[config.mk]
export PLATFORM = sky130hd
export DESIGN_NAME = vpc_ctrl
export DESIGN_NICKNAME = d
export VERILOG_FILES = /design/src/core/vpc_pkg.sv /design/src/core/vpc_ctrl.sv
export VERILOG_INCLUDE_DIRS = /design/src /design/src/core
export SDC_FILE = /design/constraint.sdc
export NUM_CORES = 1
export LEC_CHECK = 0
export BUFFER_PORTS_ARGS = -buffer_cell sky130_fd_sc_hd__buf_2
export CAP_MARGIN = 30
export CORE_MARGIN = 2
export CORE_UTILIZATION = 40
export DETAILED_ROUTE_END_ITERATION = 10
export GPL_ROUTABILITY_DRIVEN = 0
export PLACE_DENSITY_LB_ADDON = 0.12
export SETUP_SLACK_MARGIN = 0.15
export SLEW_MARGIN = 5
export SYNTH_ARGS = -nofsm -noshare
export SYNTH_HDL_FRONTEND = slang
export SYNTH_SLANG_ARGS = --single-unit
[constraint.sdc]
create_clock -name clk_sys -period 10.6 [get_ports clk_sys]
set_clock_uncertainty 0.05 [all_clocks]
set_input_delay 2.65 -clock clk_sys [delete_from_list [all_inputs] [get_ports clk_sys]]
set_output_delay 2.65 -clock clk_sys [all_outputs]
set_load 0.02 [all_outputs]
[src/core/vpc_consts.svh]
// Offsets, field positions, reset values and encodings of the protection control block
`ifndef VPC_CONSTS_SVH
`define VPC_CONSTS_SVH
`define VPC_NUM_CH 7
`define VPC_CH_LAST 3'h6
`define VPC_CH1 3'h1
`define VPC_CH6 3'h6
`define VPC_REG_C0 2'h0
`define VPC_REG_C1 2'h1
`define VPC_REG_C2 2'h2
`define VPC_REG_DA 2'h3
`define VPC_OFS_IRQ_STS 8'h80
`define VPC_OFS_IRQ_MSK 8'h84
`define VPC_C0_STATUS 7
`define VPC_C0_POL 6
`define VPC_C0_EN 5
`define VPC_C0_DEB 0
`define VPC_C1_RAW 7
`define VPC_C1_MODE 6
`define VPC_C1_CRS 5
`define VPC_C1_TRIM 0
`define VPC_C2_DACEN 7
`define VPC_C2_HYST 2
`define VPC_C2_SEL 0
`define VPC_TRIM_RST 5'h10
`define VPC_SEL_NONE0 2'h0
`define VPC_SEL_A 2'h1
`define VPC_SEL_B 2'h2
`define VPC_SW_NORMAL 3'h3
`define VPC_SW_REF_NEG 3'h6
`define VPC_SW_REF_POS 3'h5
`define VPC_DEB_NONE 3'h0
`endif

[src/core/vpc_pkg.sv]
// Types of the protection control block
package vpc_pkg;
   typedef struct packed {
      logic [6:0] pol;
      logic [6:0] en;
      logic [6:0][2:0] deb_sel;
      logic [6:0] cal_mode;
      logic [6:0] cal_ref;
      logic [6:0][4:0] trim;
      logic [6:0][1:0] hyst;
      logic [6:0][7:0] dac;
      logic dac1_en;
      logic [1:0] sel1;
      logic [1:0] sel6;
      logic [6:0] sync1;
      logic [6:0] sync2;
      logic [6:0] deb_st;
      logic [6:0][6:0] cnt;
      logic [6:0] irq_sts;
      logic [6:0] irq_msk;
      logic irq;
      logic waitreq;
      logic [31:0] rdata;
      logic [6:0] prot_out;
      logic [6:0] cmp_pwr;
      logic [6:0] dac_pwr;
      logic [6:0] sw0;
      logic [6:0] sw1;
      logic [6:0] sw2;
      logic ch1_neg;
      logic ch1_dac;
      logic ch6_p0;
      logic ch6_p1;
   } vpc_state_s;
endpackage : vpc_pkg

[src/core/vpc_ctrl.sv]
// Over-voltage protection control: seven channels behind an Avalon-MM slave
//
// Operation
// - Each channel compares its sense input with an 8-bit DAC or another pin.
// - Enable low powers down comparator and DAC, except on channel 1.
// - Channel 1 enable low powers down only its comparator.
// - Channel 1 DAC power follows its own DAC enable bit, reset 0.
// - Three-bit debounce select: none, then 1-2 up to 127-128 clock periods.
// - Debounced status reads 1 when positive input exceeds negative, reset 0.
// - Raw comparator result is readable before debouncing, same encoding, reset 0.
// - Polarity bit passes debounced signal straight when 0, inverted when 1.
// - Debounced status change raises the channel interrupt; polarity picks direction.
// - Mode bit selects normal operation or offset calibration, reset 0.
// - In calibration, reference select picks negative (0) or positive (1) input.
// - Switches: normal on-on-off; reference 0 off-on-on; reference 1 on-off-on.
// - Each channel holds a writable 5-bit offset trim, reset 10000 binary.
// - Each channel holds an 8-bit DAC code, reset 0, output VDD/256 times code.
// - Channels 1 and 6 decode a 2-bit input select; 00 and 11 connect nothing.
`include "vpc_consts.svh"

module vpc_ctrl
(
   input wire logic clk_sys,
   input wire logic rst,
   input wire logic [7:0] avs_address,
   input wire logic avs_read,
   input wire logic avs_write,
   input wire logic [31:0] avs_writedata,
   input wire logic [3:0] avs_byteenable,
   output logic [31:0] avs_readdata,
   output logic avs_waitrequest,
   input wire logic [6:0] raw_compare_in,
   output logic [6:0] debounced_status,
   output logic [6:0] comparator_power_en,
   output logic [6:0] dac_power_en,
   output logic [6:0][7:0] dac_code,
   output logic [6:0][4:0] offset_trim,
   output logic [6:0][1:0] hysteresis_window,
   output logic [6:0] switch0_on,
   output logic [6:0] switch1_on,
   output logic [6:0] switch2_on,
   output logic ch1_select_negative_pin,
   output logic ch1_select_dac,
   output logic ch6_select_positive_pin0,
   output logic ch6_select_positive_pin1,
   output logic protect_irq
);

   vpc_pkg::vpc_state_s st_ff;
   vpc_pkg::vpc_state_s nxt_st;

   // Hold threshold for each debounce code: 2^k - 1 counted cycles
   function automatic logic [6:0] deb_limit(input logic [2:0] k);
      logic [7:0] full;
      full = (8'h01 << k) - 8'h01;
      return full[6:0];
   endfunction : deb_limit

   // Analog switch pattern {s2, s1, s0} from mode and reference select
   function automatic logic [2:0] sw_decode(input logic mode, input logic ref_pos);
      logic [2:0] pat;
      pat = `VPC_SW_NORMAL;
      if (mode)
      begin
         pat = ref_pos ? `VPC_SW_REF_POS : `VPC_SW_REF_NEG;
      end
      return pat;
   endfunction : sw_decode

   // Register read mux; unmapped and reserved bits read as zero
   function automatic logic [7:0] rd_byte(input vpc_pkg::vpc_state_s s,
                                          input logic [7:0] a);
      logic [7:0] d;
      logic [2:0] c;
      d = 8'h00;
      c = a[6:4];
      if (a[7])
      begin
         if (a == `VPC_OFS_IRQ_STS)
         begin
            d = {1'b0, s.irq_sts};
         end
         else if (a == `VPC_OFS_IRQ_MSK)
         begin
            d = {1'b0, s.irq_msk};
         end
      end
      else if (c <= `VPC_CH_LAST)
      begin
         case (a[3:2])
            `VPC_REG_C0:
            begin
               d[`VPC_C0_STATUS] = s.deb_st[c];
               d[`VPC_C0_POL] = s.pol[c];
               d[`VPC_C0_EN] = s.en[c];
               d[`VPC_C0_DEB +: 3] = s.deb_sel[c];
            end
            `VPC_REG_C1:
            begin
               d[`VPC_C1_RAW] = s.sync2[c];
               d[`VPC_C1_MODE] = s.cal_mode[c];
               d[`VPC_C1_CRS] = s.cal_ref[c];
               d[`VPC_C1_TRIM +: 5] = s.trim[c];
            end
            `VPC_REG_C2:
            begin
               d[`VPC_C2_HYST +: 2] = s.hyst[c];
               if (c == `VPC_CH1)
               begin
                  d[`VPC_C2_DACEN] = s.dac1_en;
                  d[`VPC_C2_SEL +: 2] = s.sel1;
               end
               else if (c == `VPC_CH6)
               begin
                  d[`VPC_C2_SEL +: 2] = s.sel6;
               end
            end
            default:
            begin
               d = s.dac[c];
            end
         endcase
      end
      return d;
   endfunction : rd_byte

   // Next state: bus slave, registers, debounce, events and registered outputs
   always_comb
   begin
      logic req;
      logic [2:0] c;
      logic [7:0] wd;
      logic [6:0] raw_eff;
      logic [6:0] lim;
      logic [2:0] pat;
      logic evt;
      nxt_st = st_ff;
      req = avs_read | avs_write;
      c = avs_address[6:4];
      wd = avs_writedata[7:0];
      raw_eff = 7'h00;
      lim = 7'h00;
      pat = 3'h0;
      evt = 1'b0;

      // One wait cycle per access; the read byte is captured while waiting
      if (req && st_ff.waitreq)
      begin
         nxt_st.waitreq = 1'b0;
         nxt_st.rdata = {24'h000000, rd_byte(st_ff, avs_address)};
      end
      else
      begin
         nxt_st.waitreq = 1'b1;
      end

      // A write takes effect on the edge that ends the access
      if (avs_write && !st_ff.waitreq && avs_byteenable[0])
      begin
         if (avs_address[7])
         begin
            if (avs_address == `VPC_OFS_IRQ_STS)
            begin
               nxt_st.irq_sts = st_ff.irq_sts & ~wd[6:0];
            end
            else if (avs_address == `VPC_OFS_IRQ_MSK)
            begin
               nxt_st.irq_msk = wd[6:0];
            end
         end
         else if (c <= `VPC_CH_LAST)
         begin
            case (avs_address[3:2])
               `VPC_REG_C0:
               begin
                  nxt_st.pol[c] = wd[`VPC_C0_POL];
                  nxt_st.en[c] = wd[`VPC_C0_EN];
                  nxt_st.deb_sel[c] = wd[`VPC_C0_DEB +: 3];
               end
               `VPC_REG_C1:
               begin
                  nxt_st.cal_mode[c] = wd[`VPC_C1_MODE];
                  nxt_st.cal_ref[c] = wd[`VPC_C1_CRS];
                  nxt_st.trim[c] = wd[`VPC_C1_TRIM +: 5];
               end
               `VPC_REG_C2:
               begin
                  nxt_st.hyst[c] = wd[`VPC_C2_HYST +: 2];
                  if (c == `VPC_CH1)
                  begin
                     nxt_st.dac1_en = wd[`VPC_C2_DACEN];
                     nxt_st.sel1 = wd[`VPC_C2_SEL +: 2];
                  end
                  else if (c == `VPC_CH6)
                  begin
                     nxt_st.sel6 = wd[`VPC_C2_SEL +: 2];
                  end
               end
               default:
               begin
                  nxt_st.dac[c] = wd;
               end
            endcase
         end
      end

      // Comparator outputs are asynchronous to clk_sys: two-stage synchroniser
      nxt_st.sync1 = raw_compare_in;
      nxt_st.sync2 = st_ff.sync1;
      // A powered-down comparator reads as low, so a disabled channel stays quiet
      raw_eff = st_ff.sync2 & st_ff.en;

      for (int i = 0; i < `VPC_NUM_CH; i++)
      begin
         lim = deb_limit(st_ff.deb_sel[i]);
         nxt_st.cnt[i] = 7'h00;
         if (st_ff.deb_sel[i] == `VPC_DEB_NONE)
         begin
            nxt_st.deb_st[i] = raw_eff[i];
         end
         else if (raw_eff[i] != st_ff.deb_st[i])
         begin
            // Sampling phase of the input adds up to one cycle, hence n-1..n
            if (st_ff.cnt[i] >= lim - 7'h01)
            begin
               nxt_st.deb_st[i] = raw_eff[i];
            end
            else
            begin
               nxt_st.cnt[i] = st_ff.cnt[i] + 7'h01;
            end
         end

         // Only the transition away from the polarity level counts as an event
         evt = (nxt_st.deb_st[i] != st_ff.deb_st[i]) &&
               (nxt_st.deb_st[i] != st_ff.pol[i]);
         if (evt)
         begin
            // Set applied after the clear so a coincident event is kept
            nxt_st.irq_sts[i] = 1'b1;
         end

         nxt_st.prot_out[i] = nxt_st.deb_st[i] ^ nxt_st.pol[i];

         pat = sw_decode(nxt_st.cal_mode[i], nxt_st.cal_ref[i]);
         nxt_st.sw0[i] = pat[0];
         nxt_st.sw1[i] = pat[1];
         nxt_st.sw2[i] = pat[2];

         nxt_st.cmp_pwr[i] = nxt_st.en[i];
         nxt_st.dac_pwr[i] = nxt_st.en[i];
      end

      // Channel 1 DAC runs on its own enable, independent of the channel enable
      nxt_st.dac_pwr[`VPC_CH1] = nxt_st.dac1_en;

      // Input routing for the two channels with a selectable source
      nxt_st.ch1_neg = (nxt_st.sel1 == `VPC_SEL_A);
      nxt_st.ch1_dac = (nxt_st.sel1 == `VPC_SEL_B);
      nxt_st.ch6_p0 = (nxt_st.sel6 == `VPC_SEL_A);
      nxt_st.ch6_p1 = (nxt_st.sel6 == `VPC_SEL_B);

      // Level interrupt, taken from next values so it tracks status with no lag
      nxt_st.irq = |(nxt_st.irq_sts & nxt_st.irq_msk);
   end

   // State register; reset values are constants only
   always_ff @(posedge clk_sys or posedge rst)
   begin
      if (rst)
      begin
         st_ff <= '0;
         st_ff.trim <= {`VPC_NUM_CH{`VPC_TRIM_RST}};
         st_ff.waitreq <= 1'b1;
         st_ff.sw0 <= 7'h7f;
         st_ff.sw1 <= 7'h7f;
      end
      else
      begin
         st_ff <= nxt_st;
      end
   end

   // Every output is a field of the state register
   assign avs_readdata = st_ff.rdata;
   assign avs_waitrequest = st_ff.waitreq;
   assign debounced_status = st_ff.prot_out;
   assign comparator_power_en = st_ff.cmp_pwr;
   assign dac_power_en = st_ff.dac_pwr;
   assign dac_code = st_ff.dac;
   assign offset_trim = st_ff.trim;
   assign hysteresis_window = st_ff.hyst;
   assign switch0_on = st_ff.sw0;
   assign switch1_on = st_ff.sw1;
   assign switch2_on = st_ff.sw2;
   assign ch1_select_negative_pin = st_ff.ch1_neg;
   assign ch1_select_dac = st_ff.ch1_dac;
   assign ch6_select_positive_pin0 = st_ff.ch6_p0;
   assign ch6_select_positive_pin1 = st_ff.ch6_p1;
   assign protect_irq = st_ff.irq;

endmodule : vpc_ctrl

# After elaboration in Yosys (flattened, before gate mapping)
# Cells that the tools add are included.
[op_classes]
addsub = 21
mul = 0
div = 0
magnitude_cmp = 10
n_eq_ne = 31
shift = 7
muxes = 130
bitwise = 14
n_reduce_logical = 27
[op_table]
columns = ["op", "n"]
rows = [
  ["two-way mux 159 bit", 3],
  ["two-way mux 7 bit", 26],
  ["subtractor 7 x 1 -> 7 bit, second input constant", 14],
  ["bitwise mux 56 bit", 1],
  ["two-way mux 56 bit", 1],
  ["adder 7 x 1 -> 7 bit, second input constant", 7],
  ["greater-or-equal comparator 7 bit", 7],
  ["two-way mux 49 bit", 1],
  ["<< shifter 1 x 3 -> 7 bit, first input constant", 7],
  ["two-way mux 14 bit", 3],
  ["two-way mux 1 bit", 37],
  ["bitwise mux 35 bit", 1],
  ["two-way mux 35 bit", 1],
  ["two-way mux 8 bit", 4],
  ["two-way mux 3 bit", 10],
  ["bitwise mux 7 bit", 4],
  ["two-way mux 2 bit", 13],
  ["binary-select mux 8 bit (select 3 bit)", 1],
  ["demux 8 bit (select 3 bit)", 1],
  ["AND 7 bit", 3],
  ["bitwise mux 21 bit", 1],
  ["logical NOT 3 bit", 7],
  ["!= test 1 bit", 21],
  ["binary-select mux 1 bit (select 3 bit)", 6],
  ["32 further kinds", 60],
]
[totals]
register_bits = 292
latch_bits = 0
ram_bits = 0
mem_bits_ro = 0
input_bits = 55
elab_cells = 300
n_memories = 0

# Longest topological paths before layout
# Gate-level depths: netlist of run 1.
[logic_depth]
ltp_word = 12
mapped_depth = 15

# Worst setup path after synthesis of run 1
# OpenSTA, ideal clock, no wires.
[synth_path]
kind = "in2reg"
start = "in avs_address[1]"
end = "reg st_ff (netlist bit protect_irq)"
arrival_time_ps = 4532
t_required_ps = 10403
path_slack_ps = 5871
cell_stages = 6
path_buffers = 1
cell_sequence = "or4b_4 > or4_4 > buf_6 > mux2_2 > a222oi_1 > o2111ai_1"
[synth_rtl]
columns = ["element", "line", "rtl"]
rows = [
  ["start, declared", "vpc_ctrl.sv:25", "input wire logic [7:0] avs_address,"],
  ["end signal, assigned", "vpc_ctrl.sv:280", "st_ff <= nxt_st;"],
  ["end, declared", "vpc_ctrl.sv:49", "vpc_pkg::vpc_state_s st_ff;"],
]

==> results.json, run 1 <==
{
  "power.leakage_nw": 8.58,
  "cts_tree": "built",
  "hold_viol": 0,
  "synthFlopType": "dfrtp_1",
  "core_area_um2": 38700,
  "startpoint": "avs_address[5]",
  "clk_path_buf_depth": 3,
  "holdBufCountCts": 0,
  "fmax_mhz": 190,
  "drc": 0,
  "syn_area_per_cell_um2": 10.5,
  "dp.final_hpwl_um": 31600,
  "htree_levels": 2,
  "drv_cap": 0,
  "fin_area_um2": 17000,
  "cts_resized": 0,
  "r2r-start": "st_ff[298]",
  "vdd_drop_max_mv": 0.102,
  "die_w_um": 202,
  "wl_per_cell_um": 21.6,
  "synth_edf_count": 0,
  "vias": 10900,
  "arrival_ps": 5630,
  "rsz0062_at_grt": "no",
  "yosys-top-cells-area": "dfrtp_1 41%, mux2_2 13%, buf_4 8.6%, ha_1 5.0%, dfstp_2 3.7%",
  "insertion_delay_ps": 540,
  "slew_headroom": 0.294,
  "slew_violations": 0,
  "cts_setup_buffers": 0,
  "cts.sink_count": 278,
  "cts_root_buf": "clkbuf_16",
  "pre_cts_ws_ps": 4810,
  "wl_um": 44300,
  "setup-tns-final_ps": 0,
  "grt_pass1_vias": 10700,
  "dieArea_um2": 40900,
  "async_flop_share": 1.00,
  "status": "finished, final reports clean",
  "tightestPinTransition_ps": 1050,
  "start_util": 0.406,
  "power_density_nw_per_um2": 154,
  "synth.yosys.seq_area_share": 0.444,
  "n_antenna_cell": 0,
  "numCtsBuffers": 34,
  "num_io_pins": 240,
  "place_area_um2": 15900,
  "yosys_warnings": 0,
  "grt_overflow": 0,
  "period_needed_ps": 5260,
  "die_h_um": 202,
  "final_nets": 1626,
  "via_per_inst": 5.30,
  "synthCells": 1498,
  "syn_to_final_growth_pct": 8.24,
  "crit_fanout": 26,
  "antenna_found_initial": 0,
  "cts.clk_slew.worst_paths_ps": 60,
  "ys_types": 64,
  "worstHoldStart": "nxt_st[152]",
  "hp-class": "reg2reg",
  "yosysTopAreaCellShare": 0.408,
  "rows": 72,
  "grt_use_total": 0.219,
  "antenna_left": 0,
  "synth_seq_cells": 278,
  "grt_start_max_net_pins": 81,
  "drive_gt1_frac": 0.314,
  "fin_ws_ps": 5350,
  "cp-end-kind": "flip-flop",
  "critPathLaunchType": "input pin",
  "first_iter_violations": 664,
  "port_buffers": 188,
  "critical_path_class": "in2reg",
  "grt_pass1_wl_um": 67700,
  "synthesis.area_um2": 15700,
  "yosysTopAreaCell": "dfrtp_1",
  "firstDrtPassIters": 5,
  "setup_viol": 0,
  "worst-endpoint-required_ps": 10970,
  "finalCritPeriodShare": 0.496
}
-- path summary, 6_finish.rpt --
path	end	slack (ps)	cells after the start
min in group asynchronous	st_ff[319]	2110	2
setup reg to reg	protect_irq	6960	13
setup / recovery	st_ff[280]	5350	6
hold / removal	st_ff[152]	300	0
max in group asynchronous	dac_code[50]	6720	4
hold reg to reg	st_ff[152]	300	0
-- report_power, final --
part / total (W) / internal (W) / switching [W]
registers: 0.00115 / 0.00111 / 0.0000461
logic: 0.000308 / 0.000107 / 0.000201
clock network: 0.00115 / 0.000687 / 0.000466
-- cell type report --
type | instances | area (um2)
flip-flops and latches | 278 | 6980
fillers | 3796 | 21700
well taps | 518 | 648
multi-input cells | 950 | 7030
inverters | 42 | 165
clock inverters | 9 | 81.3
clock buffers | 50 | 1010
repair buffers | 202 | 1090
-- through the flow --
| step | hold WS [ps] | std cells | power, W | utilization |
|---|---|---|---|---|
| after floorplan | 281 | 1521 | 0.00141 | - |
| after global placement | 285 | 1985 | 0.00148 | 0.409 |
| after detailed placement | 285 | 1988 | 0.00148 | 0.410 |
| after CTS | 297 | 2047 | 0.00265 | 0.438 |
| after global routing | 303 | 2049 | 0.00273 | 0.439 |
| final | 295 | 2049 | 0.00262 | 0.439 |
-- state kept, by name, indices dropped and copies added, names as in the netlist --
| signal | count |
|---|---|
| avs_readdata | 8 |
| avs_waitrequest | 1 |
| ch1_select_dac | 1 |
| ch1_select_negative_pin | 1 |
| ch6_select_positive_pin0 | 1 |
| ch6_select_positive_pin1 | 1 |
| comparator_power_en | 2 |
| dac_code | 56 |
| dac_power_en | 6 |
| debounced_status | 7 |
| hysteresis_window | 14 |
| nxt_st | 7 |
| offset_trim | 35 |
| protect_irq | 1 |
| st_ff | 117 |
| switch0_on | 7 |
| switch1_on | 7 |
| switch2_on | 6 |
-- metal layers --
metal / wire [um] / track usage / vias up
li1: - / - / 5057
met1: 20900 / 0.311 / 5451
met2: 19900 / 0.337 / 293
met3: 2420 / 0.0427 / 61
met4: 1040 / 0.0665 / 0
met5: 0 / 0 / -
-- cells in the final DEF, fill, tap and decap left out, types with 15 or more instances in the layout --
| cell type | Yosys | layout |
|---|---|---|
| xor2_1 | 21 | 21 |
| clkbuf_16 | 0 | 35 |
| nand3_1 | 31 | 31 |
| dfrtp_1 | 256 | 256 |
| ha_1 | 63 | 63 |
| o21ai_0 | 41 | 41 |
| mux2i_1 | 27 | 27 |
| dfstp_2 | 22 | 22 |
| conb_1 | 1 | 24 |
| o21a_1 | 15 | 15 |
| inv_1 | 40 | 39 |
| mux2_2 | 184 | 184 |
| xnor2_1 | 28 | 28 |
| nor2_1 | 152 | 152 |
| nand2b_1 | 18 | 18 |
| a21oi_1 | 27 | 27 |
| nand2_1 | 102 | 102 |
| a31oi_1 | 20 | 20 |
| buf_2 | 6 | 187 |
| nor3_1 | 17 | 17 |
-- synth_stat cells (11+ instances only) --
library cell,number
and3_1,14
a21oi_1,27
xnor2_1,28
xor2_1,21
clkbuf_1,60
nor3_1,17
nor2_1,152
inv_1,40
nand2_1,102
o21ai_0,41
nor2b_1,11
nand2b_1,18
ha_1,63
a31oi_1,20
a22oi_1,12
mux2_2,184
o21a_1,15
dfstp_2,22
nand3_1,31
mux2i_1,27
dfrtp_1,256
buf_4,179
-- worst max-delay path: stages --
cell	delay (ps)
buf_2	490
buf_4	450
nand2_1	120
nor4_1	880
nand2_1	560
mux2_2	420
-- cells by family after synthesis --
kind of cell / synth area share
AO/OA/AOI/OAI: 0.0939
multiplexers: 0.158
other: 0.000239
flip-flops: 0.444
XOR/XNOR: 0.0273
buffers and inverters: 0.114
AND/OR/NAND/NOR: 0.113
adder cells (fa/ha/maj): 0.0502
Power figures use the tool's default switching activity.
==> run 2, diff against run 1 <==
ABC_AREA = 1   (was default)
clock period = 5.4 ns   (was 10.6 ns; I/O delays follow)
==> results.json, run 2 <==
{
  "cts.sink_count": 278,
  "seq_power_share": 0.433,
  "power.total_w": 0.00519,
  "rows": 72,
  "power_density_nw_per_um2": 304,
  "use_met3": 0.0419,
  "antenna_left": 0,
  "ys_top_cells_by_count": "630 x nand2_1, 256 x dfrtp_1, 221 x o21ai_0",
  "critical_path_class": "in2reg",
  "hold_slack_ps": 302,
  "final_util": 0.441,
  "hp-class": "reg2reg",
  "drive_gt1_frac": 0.155,
  "syn_area_per_cell_um2": 7.79,
  "n_fill_cell": 3962,
  "yosysTopAreaCell": "dfrtp_1",
  "p_int_w": 0.00375,
  "die_h_um": 202,
  "slew_headroom": 0.342,
  "cts_resized": 0,
  "finalCritPeriodShare": 0.661,
  "ys_types": 42,
  "yosys-top-cells-area": "dfrtp_1 41%, nand2_1 15%, buf_4 8.6%, o21ai_0 7.0%, ha_1 5.0%",
  "r2r-start": "st_ff[303]",
  "synthesis.area_um2": 15700,
  "final_common_cell": "nand2_1",
  "slew_violations": 0,
  "core_area_um2": 38700,
  "status": "finished, final reports clean",
  "placed_cells": 2526,
  "syn_to_final_growth_pct": 8.84,
  "yosys_warnings": 0,
  "die_w_um": 202,
  "power.leakage_nw": 8.87,
  "grt_pass1_wl_um": 71800,
  "dieArea_um2": 40800,
  "async_flop_share": 1.00,
  "pwr-share-comb": 0.115,
  "grt_start_max_net_pins": 97,
  "insertion_delay_ps": 560,
  "setup_viol": 0,
  "crit_fanout": 51,
  "final_cell_mix": "630 x nand2_1, 256 x dfrtp_1, 221 x o21ai_0, 188 x buf_2, 176 x nor2_1",
  "via_per_inst": 4.90,
  "wl_um": 45800,
  "cts_setup_buffers": 0,
  "holdBufCountCts": 0,
  "rsz0062_at_grt": "no",
  "cp-end-kind": "flip-flop",
  "grt_overflow": 0,
  "startpoint": "avs_address[4]",
  "busiest_layer": "met2",
  "grtUsageMet1": 0.306,
  "synthCells": 2015,
  "hold_viol": 0,
  "yosysTopAreaCellShare": 0.408,
  "use_met2": 0.368,
  "switchingPower_w": 0.00144,
  "worstHoldStart": "nxt_st[153]",
  "synthFlopType": "dfrtp_1",
  "dp.final_hpwl_um": 33400,
  "synth.yosys.seq_area_share": 0.445,
  "synth_seq_cells": 278,
  "switching_share": 0.278,
  "start_util": 0.405,
  "synth_edf_count": 0,
  "vias": 12700,
  "final_nets": 2163,
  "first_iter_violations": 740,
  "top_register": "st_ff",
  "period_needed_ps": 3570,
  "htree_levels": 2,
  "grt_use_total": 0.227,
  "drc": 0,
  "grt_pass1_vias": 12400,
  "fmax_mhz": 280,
  "worst-endpoint-required_ps": 5820,
  "fin_cells": 2588,
  "cts_tree": "built",
  "antenna_found_initial": 0,
  "vdd_drop_max_mv": 0.299,
  "firstDrtPassIters": 5,
  "p_clk_frac": 0.452,
  "tightestPinTransition_ps": 986,
  "setup-tns-final_ps": 0,
  "num_io_pins": 240,
  "clk_path_buf_depth": 3,
  "critPathLaunchType": "input pin",
  "cts_root_buf": "clkbuf_16",
  "drv_cap": 0,
  "cts.clk_slew.worst_paths_ps": 50,
  "wl_per_cell_um": 17.7,
  "numCtsBuffers": 35,
  "largest_reg_flops": 117,
  "arrival_ps": 3990,
  "port_buffers": 188,
  "yosysMostFrequentCell": "nand2_1"
}
[run 2: logic make-up after synthesis]
group           after synthesis  synth area share
flops                       278             0.445
buf+inv                     408             0.143
simple gates                924             0.241
other cells                   1          0.000239
xor+xnor                     34            0.0190
compound gates              307             0.103
fa+ha+maj                    63            0.0502
[run 2: metal layers]
metal  part of all wire  vias up
met1               0.45     6029
li1                   -     6265
met3              0.053       72
met2               0.47      307
met5                  0        -
met4              0.030        0
[run 2: critical path, cell delays in order]
cell and delay [ps]:
buf_2 320, inv_2 180, buf_4 510, nand3_1 180, inv_1 490, nand2_1 420, o21ai_0 400, nand2_1 110
[run 2: worst paths after layout]
path / cells past startpoint / endpoint / slack [ps]
worst max-delay path: 8 / switch1_on[4] / 1830
worst min-delay path: 0 / st_ff[153] / 300
worst max register to register: 19 / protect_irq / 2360
worst min register to register: 0 / st_ff[153] / 300
max in group asynchronous: 3 / st_ff[98] / 3420
min in group asynchronous: 2 / dac_code[41] / 880
[run 2: stage by stage]
| step | setup WS, ps | instance area, um2 |
|---|---|---|
| floorplan | 339 | 15800 |
| global placement | 1330 | 15900 |
| detailed placement | 1270 | 15900 |
| CTS | 1850 | 17100 |
| global route | 1600 | 17100 |
| finish | 1830 | 17100 |
[run 2: power groups by stage]
stage / clock network (W) / registers (W) / logic [W]
2_1_floorplan: 0 / 0.00225 / 0.000490
3_3_place_gp: 0 / 0.00228 / 0.000592
3_5_place_dp: 0 / 0.00228 / 0.000600
4_1_cts: 0.00241 / 0.00225 / 0.000602
5_1_grt: 0.00249 / 0.00226 / 0.000669
6_report: 0.00234 / 0.00225 / 0.000596
[run 2: cell type report]
cell class              instances  area, um2  share of cell area
flip-flops and latches        278       6980               0.409
multi-input cells            1352       6560               0.384
repair buffers                204       1100              0.0643
clock buffers                  56       1020              0.0600
inverters                     174        657              0.0384
well taps                     518        648              0.0379
clock inverters                 5        109             0.00637
diodes                          1       2.50            0.000146
==> run 3, diff against run 2 <==
clock period = 3.7 ns   (was 5.4 ns; I/O delays follow)
==> results.json, run 3 (synthesis results as in run 2) <==
{
  "antenna_left": 0,
  "startpoint": "st_ff[303]",
  "multiInputGateArea_um2": 6560,
  "ff2ff_setup_slack_ps": 740,
  "n_fill_cell": 4041,
  "rsz0062_at_grt": "no",
  "syn_to_final_growth_pct": 9.67,
  "crit_path_end": "protect_irq",
  "start_util": 0.405,
  "grt_overflow": 0,
  "cts_setup_buffers": 0,
  "grt_pass1_wl_um": 71700,
  "cts_root_buf": "clkbuf_16",
  "finalCritPeriodShare": 0.799,
  "arrival_ps": 3300,
  "critical_path_class": "reg2reg",
  "vias": 12700,
  "power.total_w": 0.00755,
  "rows": 72,
  "dp.final_hpwl_um": 34700,
  "status": "finished, final reports clean",
  "final_util": 0.444,
  "wl_per_cell_um": 17.7,
  "largest_reg_flops": 117,
  "slew_headroom": 0.418,
  "cts.clk_slew.worst_paths_ps": 60,
  "power.leakage_nw": 8.96,
  "die_h_um": 202,
  "die_w_um": 202,
  "port_buffers": 188,
  "hold_viol": 0,
  "dieArea_um2": 40800,
  "firstDrtPassIters": 5,
  "tightestPinTransition_ps": 871,
  "cp-end-kind": "flip-flop",
  "drv_cap": 0,
  "vdd_drop_max_mv": 0.287,
  "wl_um": 46000,
  "grt_use_total": 0.228,
  "setup_viol": 0,
  "top_register": "st_ff",
  "core_area_um2": 38700,
  "antenna_found_initial": 1,
  "final_cell_mix": "630 x nand2_1, 256 x dfrtp_1, 221 x o21ai_0, 188 x buf_2, 176 x nor2_1",
  "power_density_nw_per_um2": 439,
  "num_io_pins": 240,
  "numCtsBuffers": 35,
  "setup-tns-final_ps": 0,
  "holdBufCountCts": 0,
  "cts_resized": 0,
  "htree_levels": 2,
  "fin_area_um2": 17200,
  "critPathLaunchType": "flip-flop",
  "grt_start_max_net_pins": 56,
  "pre_cts_ws_ps": 581,
  "clk_path_buf_depth": 3,
  "fin_ws_ps": 745,
  "rr_endpoint": "protect_irq",
  "n_antenna_cell": 0,
  "drive_gt1_frac": 0.164,
  "first_iter_violations": 792,
  "cts.sink_count": 278,
  "cts_tree": "built",
  "via_per_inst": 4.88,
  "insertion_delay_ps": 550,
  "crit_fanout": 4,
  "final_nets": 2178,
  "drc": 0,
  "hp-class": "reg2reg",
  "regArea_um2": 6980,
  "place_area_um2": 16100,
  "grt_pass1_vias": 12400,
  "r2r_cells": 19,
  "period_needed_ps": 2960,
  "final_common_cell": "nand2_1",
  "slew_violations": 0,
  "fmax_mhz": 338,
  "worst-endpoint-required_ps": 4040,
  "r2r-start": "st_ff[303]"
}
[run 3: cell count changes in the layout (fill, tap and decap cells not counted), sizes merged]
cell | previous run | this run
bufinv | 2 | 1
clkbuf | 56 | 53
inv | 174 | 171
diode | 1 | 0
clkinv | 2 | 11
buf | 204 | 219
[run 3: report_power, final]
group	internal, W	leakage, nW	switching [W]
Combinational	0.000257	4.75	0.000624
Sequential	0.00317	3.64	0.000116
Clock	0.00202	0.568	0.00137
[run 3: layout make-up]
type                            instances  area share
Clock buffer                           53      0.0606
Inverter                              174      0.0382
Tap cell                              518      0.0376
Sequential cell                       278       0.406
Multi-Input combinational cell       1352       0.381
Clock inverter                         10     0.00567
Timing Repair Buffer                  219      0.0711
[run 3: how the worst min path moves through the flow]
| stage | slack [ps] | cells past startpoint | to | from |
|---|---|---|---|---|
| after floorplan | 280 | 0 | st_ff[150] | nxt_st[150] |
| after global placement | 290 | 0 | st_ff[154] | nxt_st[154] |
| after detailed placement | 290 | 0 | st_ff[152] | nxt_st[152] |
| after CTS | 300 | 0 | st_ff[155] | nxt_st[155] |
| after global routing | 310 | 0 | st_ff[156] | nxt_st[156] |
| final | 300 | 0 | st_ff[156] | nxt_st[156] |
[run 3: worst max-delay path, cell delays in order, from the launching register on]
cell,delay [ps]
dfrtp_1,420
inv_1,100
nor2_1,110
inv_1,60
nor2_1,140
inv_1,60
ha_1,230
o32ai_1,300
inv_1,80
ha_1,270
nand2_1,90
a21oi_1,50
nor3_1,220
nand2_1,130
nand2_1,100
nand2_1,60
nand2_1,80
nand2_1,60
nor2_1,100
nand2_1,110
[run 3: metal layers]
layer	wire length, um	global-route usage
met1	20400	0.300
met2	21400	0.367
met3	2710	0.0516
met4	1540	0.0860
met5	0	0
[run 3: stage by stage]
| stage | hold WS [ps] | cells |
|---|---|---|
| floorplan | 281 | 2038 |
| global placement | 286 | 2541 |
| detailed placement | 288 | 2541 |
| CTS | 302 | 2604 |
| global route | 305 | 2604 |
| finish | 300 | 2604 |
